### config.mk
export PLATFORM = sky130hd
export DESIGN_NAME = priority_interrupt_vectoring
export DESIGN_NICKNAME = d
export VERILOG_FILES = /design/src/prio_irq_pkg.sv /design/src/nmi_watchdog.sv /design/src/priority_interrupt_vectoring.sv
export SDC_FILE = /design/constraint.sdc
export NUM_CORES = 1
export LEC_CHECK = 0
export BUFFER_PORTS_ARGS = -buffer_cell sky130_fd_sc_hd__buf_2
export CAP_MARGIN = 20
export CELL_PAD_IN_SITES_DETAIL_PLACEMENT = 1
export CELL_PAD_IN_SITES_GLOBAL_PLACEMENT = 1
export CORE_AREA = 2 2 82 84
export DETAILED_ROUTE_END_ITERATION = 8
export DIE_AREA = 0 0 84 86
export PLACE_DENSITY_LB_ADDON = 0.1
export SLEW_MARGIN = 20
export SYNTH_ARGS = -nofsm -noshare
export SYNTH_HDL_FRONTEND = slang
export SYNTH_SLANG_ARGS = --single-unit
### constraint.sdc
create_clock -name core_clk -period 2.6 [get_ports core_clk]
set_clock_uncertainty 0.15 [all_clocks]
set_input_delay 0.13 -clock core_clk [delete_from_list [all_inputs] [get_ports core_clk]]
set_output_delay 0.13 -clock core_clk [all_outputs]
set_load 0.02 [all_outputs]
### src/prio_irq_pkg.sv
// Summary of operation
// RULE1: Port D7 write loads level and mode
// RULE2: Mode one gives table vectors, zero restarts
// RULE3: Bit 6 selects alternate or main map
// RULE4: Bits 5 and 4 select bus exchange
// RULE5: Bit 3 set removes level restriction
// RULE6: Level 0 none, 8 all, n disables n-7
// RULE7: Active-low lines, level 0 wins
// RULE8: Request only above current held level
// RULE9: Request and vector held in latch
// RULE10: Enabling write clears pending, lines re-request
// RULE11: Software enables controller before processor
// RULE12: Software keeps copy, preserves bits 4-6
// RULE13: Service writes level, restores on exit
// RULE14: Restart byte carries level in bits 5-3
// RULE15: Vector low byte F0 plus twice level
// RULE16: Fixed restart mode jumps to 0038
// RULE17: Non-maskable outranks, cannot disable, 0066
// RULE18: Watchdog raises non-maskable after 10 ms
// RULE19: External bus line raises non-maskable
// RULE20: Software initialises everything after power-up
// RULE21: Reset clears control register to zero
package prio_irq_pkg;
    localparam logic [7:0] CTRL_PORT      = 8'hD7;   // Control port code
    localparam logic [7:0] CTRL_RESET     = 8'h00;   // Control reset value
    localparam int         MODE_BIT       = 7;       // Vector mode flag
    localparam int         MAP_BIT        = 6;       // Address map select
    localparam int         XCHG_HI        = 5;       // Exchange mode high bit
    localparam int         XCHG_LO        = 4;       // Exchange mode low bit
    localparam int         GROUP_BIT      = 3;       // Group select bit
    localparam logic [7:0] RST_OPC_BASE   = 8'hC7;   // Restart opcode, level zero
    localparam logic [7:0] VEC_LOW_BASE   = 8'hF0;   // Table vector low base
    localparam int         CLK_MHZ        = 125;     // Core clock rate
    localparam int         WDOG_MS        = 10;      // Watchdog timeout
    localparam int         WDOG_CYCLES    = WDOG_MS * 1000 * 1000 * CLK_MHZ / 1000;
    // Latched request and vector to the processor
    typedef struct packed {
        logic       req;
        logic [2:0] level;
        logic [7:0] vec;
    } irq_out_t;
endpackage

### src/nmi_watchdog.sv
// Watchdog: counts cycles of an unacknowledged access
module nmi_watchdog
    import prio_irq_pkg::*;
#(
    parameter int LIMIT = WDOG_CYCLES
) (
    input  wire logic core_clk,
    input  wire logic rst_b,
    input  wire logic cycle_active,
    input  wire logic cycle_ack,
    output logic      timeout_r
);
    logic [31:0] cnt_r;          // Cycles waiting
    logic [31:0] cnt_nxt;
    logic        timeout_nxt;

    // Count while a cycle waits, clear on acknowledge or idle
    always_comb begin
        cnt_nxt     = 32'h0;
        timeout_nxt = 1'b0;
        if (cycle_active && !cycle_ack) begin
            cnt_nxt     = (cnt_r == LIMIT[31:0]) ? cnt_r : cnt_r + 32'h1;
            timeout_nxt = (cnt_r == LIMIT[31:0] - 32'h1) || (cnt_r == LIMIT[31:0]); // RULE18
        end
    end

    // Register only
    always_ff @(posedge core_clk or negedge rst_b) begin
        if (!rst_b) begin
            cnt_r     <= 32'h0;
            timeout_r <= 1'b0;
        end else begin
            cnt_r     <= cnt_nxt;
            timeout_r <= timeout_nxt;
        end
    end
endmodule

### src/priority_interrupt_vectoring.sv
// Board priority interrupt controller with vector supply and NMI
//
// One write-only control port carries everything software can set:
// the level field in bits 3 to 0, the exchange mode in bits 5 and 4,
// the address map in bit 6 and the vector mode in bit 7.
// Nothing here can be read back, so software keeps its own copy.
//
// Eight active-low request lines come in with line 0 the most urgent.
// A line counts only while its level is enabled by the level field.
// With the group bit clear, a level value n enables the levels below n.
// With the group bit set, every level is enabled.
// Value zero therefore shuts every maskable level off.
//
// The winning request is latched together with its acknowledge byte.
// The latch holds until the processor acknowledges it or software
// writes the control port, so repeated fetch cycles cannot lose it.
// A control write always empties the latch. A line that is still held
// after such a write latches again on the next cycle if the new word enables it, so no device
// is left waiting behind a cleared request.
//
// The acknowledge byte is a restart opcode in restart mode, the low
// byte of a table vector in vectored mode, and the restart that lands
// on the fixed handler while the processor runs in fixed-restart mode.
//
// The non-maskable request bypasses the level field completely.
// It comes from the access watchdog, from the external line, or both,
// depending on which sources are fitted on this build.
// Power-up state is not relied upon: reset clears the control word.
module priority_interrupt_vectoring
    import prio_irq_pkg::*;
#(
    parameter int  WDOG_LIMIT  = WDOG_CYCLES,
    parameter bit  WDOG_FITTED = 1'b1,
    parameter bit  EXT_FITTED  = 1'b1
) (
    input  wire logic       core_clk,
    input  wire logic       rst_b,
    input  wire logic       io_wr,          // I/O write strobe, one cycle
    input  wire logic [7:0] io_addr,        // Port code
    input  wire logic [7:0] io_wdata,       // Write data
    input  wire logic [7:0] bus_int_b,      // Active-low requests, bit 0 highest
    input  wire logic       irq_ack,        // Processor acknowledge pulse
    input  wire logic       fixed_mode,     // Processor in fixed-restart mode
    input  wire logic       mem_io_active,  // Access in progress
    input  wire logic       mem_io_ack,     // Access acknowledged
    input  wire logic       ext_nmi_b,      // External non-maskable, active low
    output logic            cpu_int_r,      // Request to processor
    output logic [7:0]      ack_byte_r,     // Byte for acknowledge cycle
    output logic            map_alt_r,      // Alternate address map
    output logic [1:0]      xchg_mode_r,    // Bus exchange mode
    output logic            vec_mode_r,     // Table vector mode
    output logic            cpu_nmi_r       // Non-maskable request
);
    logic [7:0] ctrl_r;        // Write-only control register
    logic [7:0] ctrl_nxt;
    irq_out_t   lat_r;         // Latched request and vector
    irq_out_t   lat_nxt;
    logic       nmi_nxt;
    logic       wd_timeout;
    logic       ctrl_wr;
    logic [7:0] enabled;       // Enabled levels
    logic [7:0] active;        // Asserted enabled requests
    logic       found;
    logic [2:0] win;
    logic [3:0] lvl_n;
    logic [7:0] vec_calc;

    assign ctrl_wr = io_wr && (io_addr == CTRL_PORT); // RULE1

    // Watchdog for unacknowledged accesses
    nmi_watchdog #(
        .LIMIT (WDOG_LIMIT)
    ) u_wdog (
        .core_clk     (core_clk),
        .rst_b        (rst_b),
        .cycle_active (mem_io_active),
        .cycle_ack    (mem_io_ack),
        .timeout_r    (wd_timeout)
    );

    // Enable mask, priority encoder and vector forming.
    //
    // The mask is worked out per level from the stored control word,
    // never from the write data, so a write takes effect one cycle
    // after it is taken and a request seen in the write cycle is
    // judged against the old mask, then thrown away by the clear.
    //
    // The encoder scans from the least urgent level to the most urgent
    // one and lets every later hit overwrite the earlier one, so the
    // last hit standing is the lowest-numbered asserted enabled line.
    //
    // The byte is formed here for whatever level wins right now; it is
    // only kept when the latch is empty and takes the request.
    always_comb begin
        lvl_n    = ctrl_r[3:0];
        enabled  = 8'h00;
        active   = 8'h00;
        found    = 1'b0;
        win      = 3'h0;
        vec_calc = 8'h00;
        for (int i = 0; i < 8; i++) begin
            // Group bit set: no restriction; else levels below n enabled
            enabled[i] = ctrl_r[GROUP_BIT] || (i < int'(lvl_n)); // RULE5 RULE6
        end
        active = enabled & ~bus_int_b; // RULE7
        for (int i = 7; i >= 0; i--) begin
            if (active[i]) begin
                found = 1'b1; // RULE8
                win   = 3'(i); // RULE7
            end
        end
        if (fixed_mode) begin
            vec_calc = 8'hFF; // RULE16
        end else if (ctrl_r[MODE_BIT]) begin
            vec_calc = VEC_LOW_BASE + {4'h0, win, 1'b0}; // RULE2 RULE15
        end else begin
            vec_calc = RST_OPC_BASE | {2'b00, win, 3'b000}; // RULE2 RULE14
        end
    end

    // Control register and request latch next state.
    //
    // Priority of events inside one cycle:
    //   a control write wins, it loads the word and empties the latch;
    //   otherwise a full latch only waits for the acknowledge;
    //   otherwise an empty latch takes the current winner.
    // A request that arrives while the latch is full is not queued;
    // its line is expected to stay asserted until it is served.
    //
    // The non-maskable request is a plain registered copy of its
    // sources and ignores the level field and the latch entirely.
    always_comb begin
        ctrl_nxt = ctrl_r;
        lat_nxt  = lat_r;
        if (ctrl_wr) begin
            ctrl_nxt    = io_wdata; // RULE1 RULE3 RULE4
            lat_nxt.req = 1'b0; // RULE10
        end else if (lat_r.req) begin
            if (irq_ack) begin
                lat_nxt.req = 1'b0;
            end
        end else if (found) begin
            lat_nxt.req   = 1'b1; // RULE9
            lat_nxt.level = win;
            lat_nxt.vec   = vec_calc;
        end
        nmi_nxt = (WDOG_FITTED && wd_timeout) || (EXT_FITTED && !ext_nmi_b); // RULE17 RULE18 RULE19
    end

    // Register only
    always_ff @(posedge core_clk or negedge rst_b) begin
        if (!rst_b) begin
            ctrl_r    <= CTRL_RESET; // RULE21
            lat_r     <= '0;
            cpu_nmi_r <= 1'b0;
        end else begin
            ctrl_r    <= ctrl_nxt;
            lat_r     <= lat_nxt;
            cpu_nmi_r <= nmi_nxt;
        end
    end

    // Output flops mirror state.
    //
    // They load the next values rather than the stored ones, so every
    // pin moves on the same edge as the state behind it and still comes
    // straight from a flip-flop. The request pin and the latch therefore
    // always agree, which the checks below rely on.
    always_ff @(posedge core_clk or negedge rst_b) begin
        if (!rst_b) begin
            cpu_int_r   <= 1'b0;
            ack_byte_r  <= 8'h00;
            map_alt_r   <= 1'b0;
            xchg_mode_r <= 2'b00;
            vec_mode_r  <= 1'b0;
        end else begin
            cpu_int_r   <= lat_nxt.req; // RULE9
            ack_byte_r  <= lat_nxt.vec;
            map_alt_r   <= ctrl_nxt[MAP_BIT]; // RULE3
            xchg_mode_r <= ctrl_nxt[XCHG_HI:XCHG_LO]; // RULE4
            vec_mode_r  <= ctrl_nxt[MODE_BIT]; // RULE2
        end
    end

    // Checks.
    //
    // All checks run on the core clock and are quiet during reset.
    // They watch the stored state, the decode signals, the pins and the stimulus inputs,
    // and each one names the rule it guards on its label line.

    // With every level off nothing new may enter the latch
    a_ctrl_zero_off: assert property (@(posedge core_clk) disable iff (!rst_b) // RULE6
        (ctrl_r == 8'h00) |-> !lat_r.req || $past(lat_r.req))
        else $error("request latched with all levels off");
    // A taken control write empties the latch
    a_write_clears: assert property (@(posedge core_clk) disable iff (!rst_b) // RULE10
        ctrl_wr |=> !lat_r.req)
        else $error("control write did not clear pending");
    // A line held through the enabling write asks again at once
    a_rerequest: assert property (@(posedge core_clk) disable iff (!rst_b) // RULE10
        (ctrl_wr && io_wdata == 8'h08 && !bus_int_b[0]) ##1 (!bus_int_b[0] && !ctrl_wr)
        |=> lat_r.req && lat_r.level == 3'h0)
        else $error("held line did not re-request");
    // The latch keeps request and byte until served
    a_latch_hold: assert property (@(posedge core_clk) disable iff (!rst_b) // RULE9
        (lat_r.req && !irq_ack && !ctrl_wr) |=> lat_r.req && $stable(lat_r.vec))
        else $error("latched request lost");
    // Restart mode carries the level in bits 5 to 3
    a_restart_byte: assert property (@(posedge core_clk) disable iff (!rst_b) // RULE14
        (!lat_r.req && found && !ctrl_wr && !ctrl_r[MODE_BIT] && !fixed_mode)
        |=> lat_r.vec == (8'hC7 | {2'b00, lat_r.level, 3'b000}))
        else $error("restart byte wrong");
    // Vectored mode gives the table base plus twice the level
    a_vector_byte: assert property (@(posedge core_clk) disable iff (!rst_b) // RULE15
        (!lat_r.req && found && !ctrl_wr && ctrl_r[MODE_BIT] && !fixed_mode)
        |=> lat_r.vec == 8'hF0 + {4'h0, lat_r.level, 1'b0})
        else $error("vector byte wrong");
    // Fixed-restart mode always lands on the one fixed handler
    a_fixed_byte: assert property (@(posedge core_clk) disable iff (!rst_b) // RULE16
        (!lat_r.req && found && !ctrl_wr && fixed_mode) |=> lat_r.vec == 8'hFF)
        else $error("fixed restart byte wrong");
    // Only a level below the threshold may be latched
    a_level_gate: assert property (@(posedge core_clk) disable iff (!rst_b) // RULE8
        (!lat_r.req && !ctrl_wr && found) |=> int'(lat_r.level) < int'($past(lvl_n))
        || $past(ctrl_r[GROUP_BIT]))
        else $error("request above threshold");
    // Group bit lifts the threshold entirely
    a_group_open: assert property (@(posedge core_clk) disable iff (!rst_b) // RULE5
        ctrl_r[GROUP_BIT] |-> enabled == 8'hFF)
        else $error("group bit did not open all levels");
    // Level value zero shuts every maskable level
    a_level_none: assert property (@(posedge core_clk) disable iff (!rst_b) // RULE6
        (ctrl_r[3:0] == 4'h0) |-> enabled == 8'h00)
        else $error("levels enabled with value zero");
    // Level value n enables exactly the levels below n
    a_level_mask: assert property (@(posedge core_clk) disable iff (!rst_b) // RULE6
        !ctrl_r[GROUP_BIT] |-> enabled == 8'((9'h001 << lvl_n) - 9'h001))
        else $error("level mask wrong");
    // The winner is asserted and no more urgent line is
    a_win_highest: assert property (@(posedge core_clk) disable iff (!rst_b) // RULE7
        found |-> active[win] && ((active & ((8'h01 << win) - 8'h01)) == 8'h00))
        else $error("winner is not the most urgent line");
    // No winner means no asserted enabled line
    a_none_found: assert property (@(posedge core_clk) disable iff (!rst_b) // RULE7
        !found |-> active == 8'h00)
        else $error("asserted line not found");
    // Request and byte pins agree with the latch
    a_int_mirror: assert property (@(posedge core_clk) disable iff (!rst_b) // RULE9
        cpu_int_r == lat_r.req && ack_byte_r == lat_r.vec)
        else $error("request pins differ from latch");
    // An acknowledge empties the latch
    a_ack_drops: assert property (@(posedge core_clk) disable iff (!rst_b) // RULE9
        (lat_r.req && irq_ack) |=> !lat_r.req)
        else $error("acknowledge did not drop request");
    // External line reaches the non-maskable pin
    a_ext_nmi: assert property (@(posedge core_clk) disable iff (!rst_b) // RULE19
        !ext_nmi_b |=> cpu_nmi_r == EXT_FITTED)
        else $error("external nmi not passed");
    // Watchdog timeout reaches the non-maskable pin
    a_nmi_wdog: assert property (@(posedge core_clk) disable iff (!rst_b) // RULE18
        wd_timeout |=> cpu_nmi_r == WDOG_FITTED)
        else $error("watchdog nmi not passed");
    // A control write cannot mask the non-maskable request
    a_nmi_unmasked: assert property (@(posedge core_clk) disable iff (!rst_b) // RULE17
        (ctrl_wr && !ext_nmi_b && EXT_FITTED) |=> cpu_nmi_r)
        else $error("control write masked nmi");
    // No source means no non-maskable request
    a_nmi_quiet: assert property (@(posedge core_clk) disable iff (!rst_b) // RULE17
        (ext_nmi_b && !wd_timeout) |=> !cpu_nmi_r)
        else $error("nmi without a source");
    // Control pins load from the taken write
    a_ctrl_out: assert property (@(posedge core_clk) disable iff (!rst_b) // RULE1
        ctrl_wr |=> map_alt_r == $past(io_wdata[6]) && xchg_mode_r == $past(io_wdata[5:4])
        && vec_mode_r == $past(io_wdata[7]))
        else $error("control outputs not loaded");
    // Control pins hold between writes
    a_map_hold: assert property (@(posedge core_clk) disable iff (!rst_b) // RULE3
        !ctrl_wr |=> $stable(map_alt_r) && $stable(xchg_mode_r) && $stable(vec_mode_r))
        else $error("control outputs moved without a write");

    // Main scenarios: served request, vectored request, fixed mode,
    // re-request of a held line, and a non-maskable request
    c_irq: cover property (@(posedge core_clk) disable iff (!rst_b) lat_r.req ##1 irq_ack);
    c_vec: cover property (@(posedge core_clk) disable iff (!rst_b) lat_r.req && ctrl_r[7]);
    c_fix: cover property (@(posedge core_clk) disable iff (!rst_b) lat_r.req && fixed_mode);
    c_again: cover property (@(posedge core_clk) disable iff (!rst_b)
        lat_r.req ##1 !lat_r.req ##1 lat_r.req);
    c_nmi: cover property (@(posedge core_clk) disable iff (!rst_b) cpu_nmi_r);
endmodule

==> flow_summary.yaml <==
status:
  status: "completed"
yosys:
  synth-seq-area-share: 0.475
  yosysWarnings: 0
  synth_fp_nets: 293
  syn_area_um2: 2640
  ys_ff_latch: 50
  ys_types: 50
  synthCells: 259
  synthesis.area_per_instance_um2: 10.2
global_route:
  grt_pass1_vias: 2219
  grt_use_total: 0.183
  antenna_found_initial: 0
  gr-total-overflow: 0
  grt_max_degree: 33
  grt_pass1_wl_um: 10700
pwr:
  p_comb_frac: 0.180
  switching_share: 0.275
  power_density_nw_per_um2: 514
  p_clk_frac: 0.294
  p_leak_nw: 1.34
  irDropWorstVdd_v: 0.000337
  seqPwrFrac: 0.527
  power.internal_mw: 1.18
  p_switching_mw: 0.447
sta:
  finalMaxSlewViolations: 0
  rsz0062_at_grt: "no"
  setup_viol: 0
  worst_slew_pin_slew_ns: 0.520
  setup-tns-final_ns: 0
  period_minus_slack_ns: 2.31
  min_period_over_period: 0.889
  slew_headroom: 0.644
  hold_violations: 0
  max_freq_mhz: 433
cts:
  cts_made_buffers: 5
  clkTransAtPathRegs_ns: 0.09
  clock_path_buffers: 2
  cts_setup_buffers: 0
  cts.htree.levels: 2
  cts_tree: "done"
  clock-root-buffer: "clkbuf_8"
  insertion_delay_ns: 0.31
  cts_sinks: 50
floorplan:
  die_x_um: 84
  ios: 46
  die_area_um2: 7220
  dieHeight_um: 86
  rows: 29
  core_region_area_um2: 6280
  initial_core_util: 0.420
detailed_routing:
  dr.pass1.iters: 4
  drtAntennaViolNets: 0
  via_per_inst: 5.28
  vias: 2090
  post_drt_wl_per_cell_um: 15.5
  drcViolationCount: 0
  drt-total-wl_um: 6130
  drt_iter0_drc: 49
place:
  gp_congestion: 0.789
  dpl_cell_area_um2: 2930
  io_buffers: 45
  hpwl_um: 4350
final_layout:
  syn_to_final_growth_pct: 19.8
  diodes: 0
  most-common-layout-cells: "dfrtp_1 (50), buf_2 (45), nor2_1 (28), nand2_1 (19), xnor2_1 (17)"
  fillCellCount: 716
  layout_commonest_cell: "dfrtp_1"
  final_nets: 352
  fin_area_um2: 3160
  drive_gt1_frac: 0.248
hold_path:
  min_path_type: "in2reg"
setup_path:
  startpoint_type: "register"
  worstPathMaxFanout: 7
  end_kind: "register"
  critical_path_required_ns: 2.65
  worstSetupPathType: "reg2reg"
  cp.arrival_ns: 2.36
run:
  drv_cap: 0
-- registers in the layout, indices dropped and copies added, names as in the netlist --
name / count
ctrl_r: 7
cpu_int_r: 1
cpu_nmi_r: 1
u_wdog.cnt_r: 32
xchg_mode_r: 1
u_wdog.timeout_r: 1
ack_byte_r: 7
-- logic make-up (layout without fill, tap and decap cells) --
family,count (synthesis),count (layout),synth area share
xor+xnor,24,24,0.0797
buf+inv,19,79,0.0351
mux,15,15,0.0702
fa+ha+maj,2,2,0.00949
compound gates,26,26,0.0631
flops,50,50,0.475
simple gates,123,123,0.268
-- Yosys cell counts (all sizes together) --
library cell  instances  share of area
dfrtp                50           0.47
nor2                 28          0.040
nand2                19          0.027
xnor2                17          0.056
mux2                 13          0.063
nor3                 13          0.027
nand3                11          0.021
a21oi                 9          0.017
inv                   8          0.011
o21ai                 8          0.015
and4                  7          0.023
xor2                  7          0.023
buf                   6          0.017
nand4                 6          0.017
nor4                  6          0.020
clkbuf                5         0.0071
nand2b                5          0.012
nor2b                 5          0.012
or3                   5          0.012
and2                  3         0.0071
nor4bb                3          0.011
or2                   3         0.0071
ha                    2         0.0095
mux2i                 2         0.0076
nor4b                 2         0.0090
a2111oi               1         0.0033
a211oi                1         0.0028
a2bb2oi               1         0.0057
a31oi                 1         0.0024
a32oi                 1         0.0033
and3                  1         0.0024
and3b                 1         0.0033
and4b                 1         0.0038
nand4b                1         0.0033
nor3b                 1         0.0028
o221ai                1         0.0033
o2bb2ai               1         0.0033
o311ai                1         0.0033
o31a                  1         0.0033
or3b                  1         0.0033
or4bb                 1         0.0043
-- worst max-delay path, cell delays in order (launching register included) --
cell,delay [ns]
dfrtp_1,0.46
or2_1,0.29
o31a_1,0.33
nor4b_2,0.25
or3_1,0.39
mux2_4,0.34
-- metrics by stage --
step | std cells | util | power, mW | worst slack, ns | hold WS (ns)
2_1_floorplan | 259 | - | 1.05 | 0.565 | -0.316
3_3_place_gp | 375 | 0.467 | 1.14 | 0.354 | -0.0928
3_5_place_dp | 375 | 0.467 | 1.15 | 0.296 | -0.0983
4_1_cts | 396 | 0.503 | 1.65 | 0.288 | 0.00568
5_1_grt | 396 | 0.503 | 1.70 | 0.204 | 0.0405
6_report | 396 | 0.503 | 1.62 | 0.290 | 0.00609
-- routing by layer --
metal,track usage,wire length [um],vias up
met3,0.0327,197,6
met4,0.0484,70,0
li1,-,-,1029
met2,0.328,3090,32
met1,0.230,2760,1023
met5,0,0,-
-- power by group through the flow --
stage	registers, mW	clock network [mW]	logic (mW)
after floorplan	0.918	0	0.131
after global placement	0.870	0	0.274
after detailed placement	0.871	0	0.279
after CTS	0.855	0.498	0.295
after global routing	0.863	0.523	0.315
final	0.854	0.476	0.292
-- repair_timing --
action                                 in CTS  in global routing
gates resized for setup                     0                  0
endpoints found under the hold margin      61                  0
hold buffers                               13                  0
-- cell type report --
class / instances / area [um2] / share of cell area
flip-flops and latches: 50 / 1250 / 0.396
clock inverters: 2 / 12.5 / 0.00396
multi-input cells: 190 / 1290 / 0.409
clock buffers: 6 / 82.6 / 0.0261
well taps: 77 / 96.3 / 0.0305
inverters: 8 / 30.0 / 0.00951
repair buffers: 63 / 393 / 0.124
-- worst paths after layout --
path                                       startpoint                            to  slack [ns]  cells past startpoint
min reg2reg                u_wdog.timeout_r$_DFF_PN0_           cpu_nmi_r$_DFF_PN0_        0.29                      1
max                             ctrl_r[3]$_DFFE_PN0P_     ack_byte_r[5]$_DFFE_PN0P_        0.29                      5
max in group asynchronous                       rst_b  u_wdog.cnt_r[24]$_DFFE_PN0P_        1.60                      3
min                                        fixed_mode     ack_byte_r[0]$_DFFE_PN0P_       0.006                      3
min in group asynchronous                       rst_b         ctrl_r[3]$_DFFE_PN0P_        0.11                      2
max reg2reg                     ctrl_r[3]$_DFFE_PN0P_     ack_byte_r[5]$_DFFE_PN0P_        0.29                      5
Note: power is estimated with default switching activity, not from simulation.
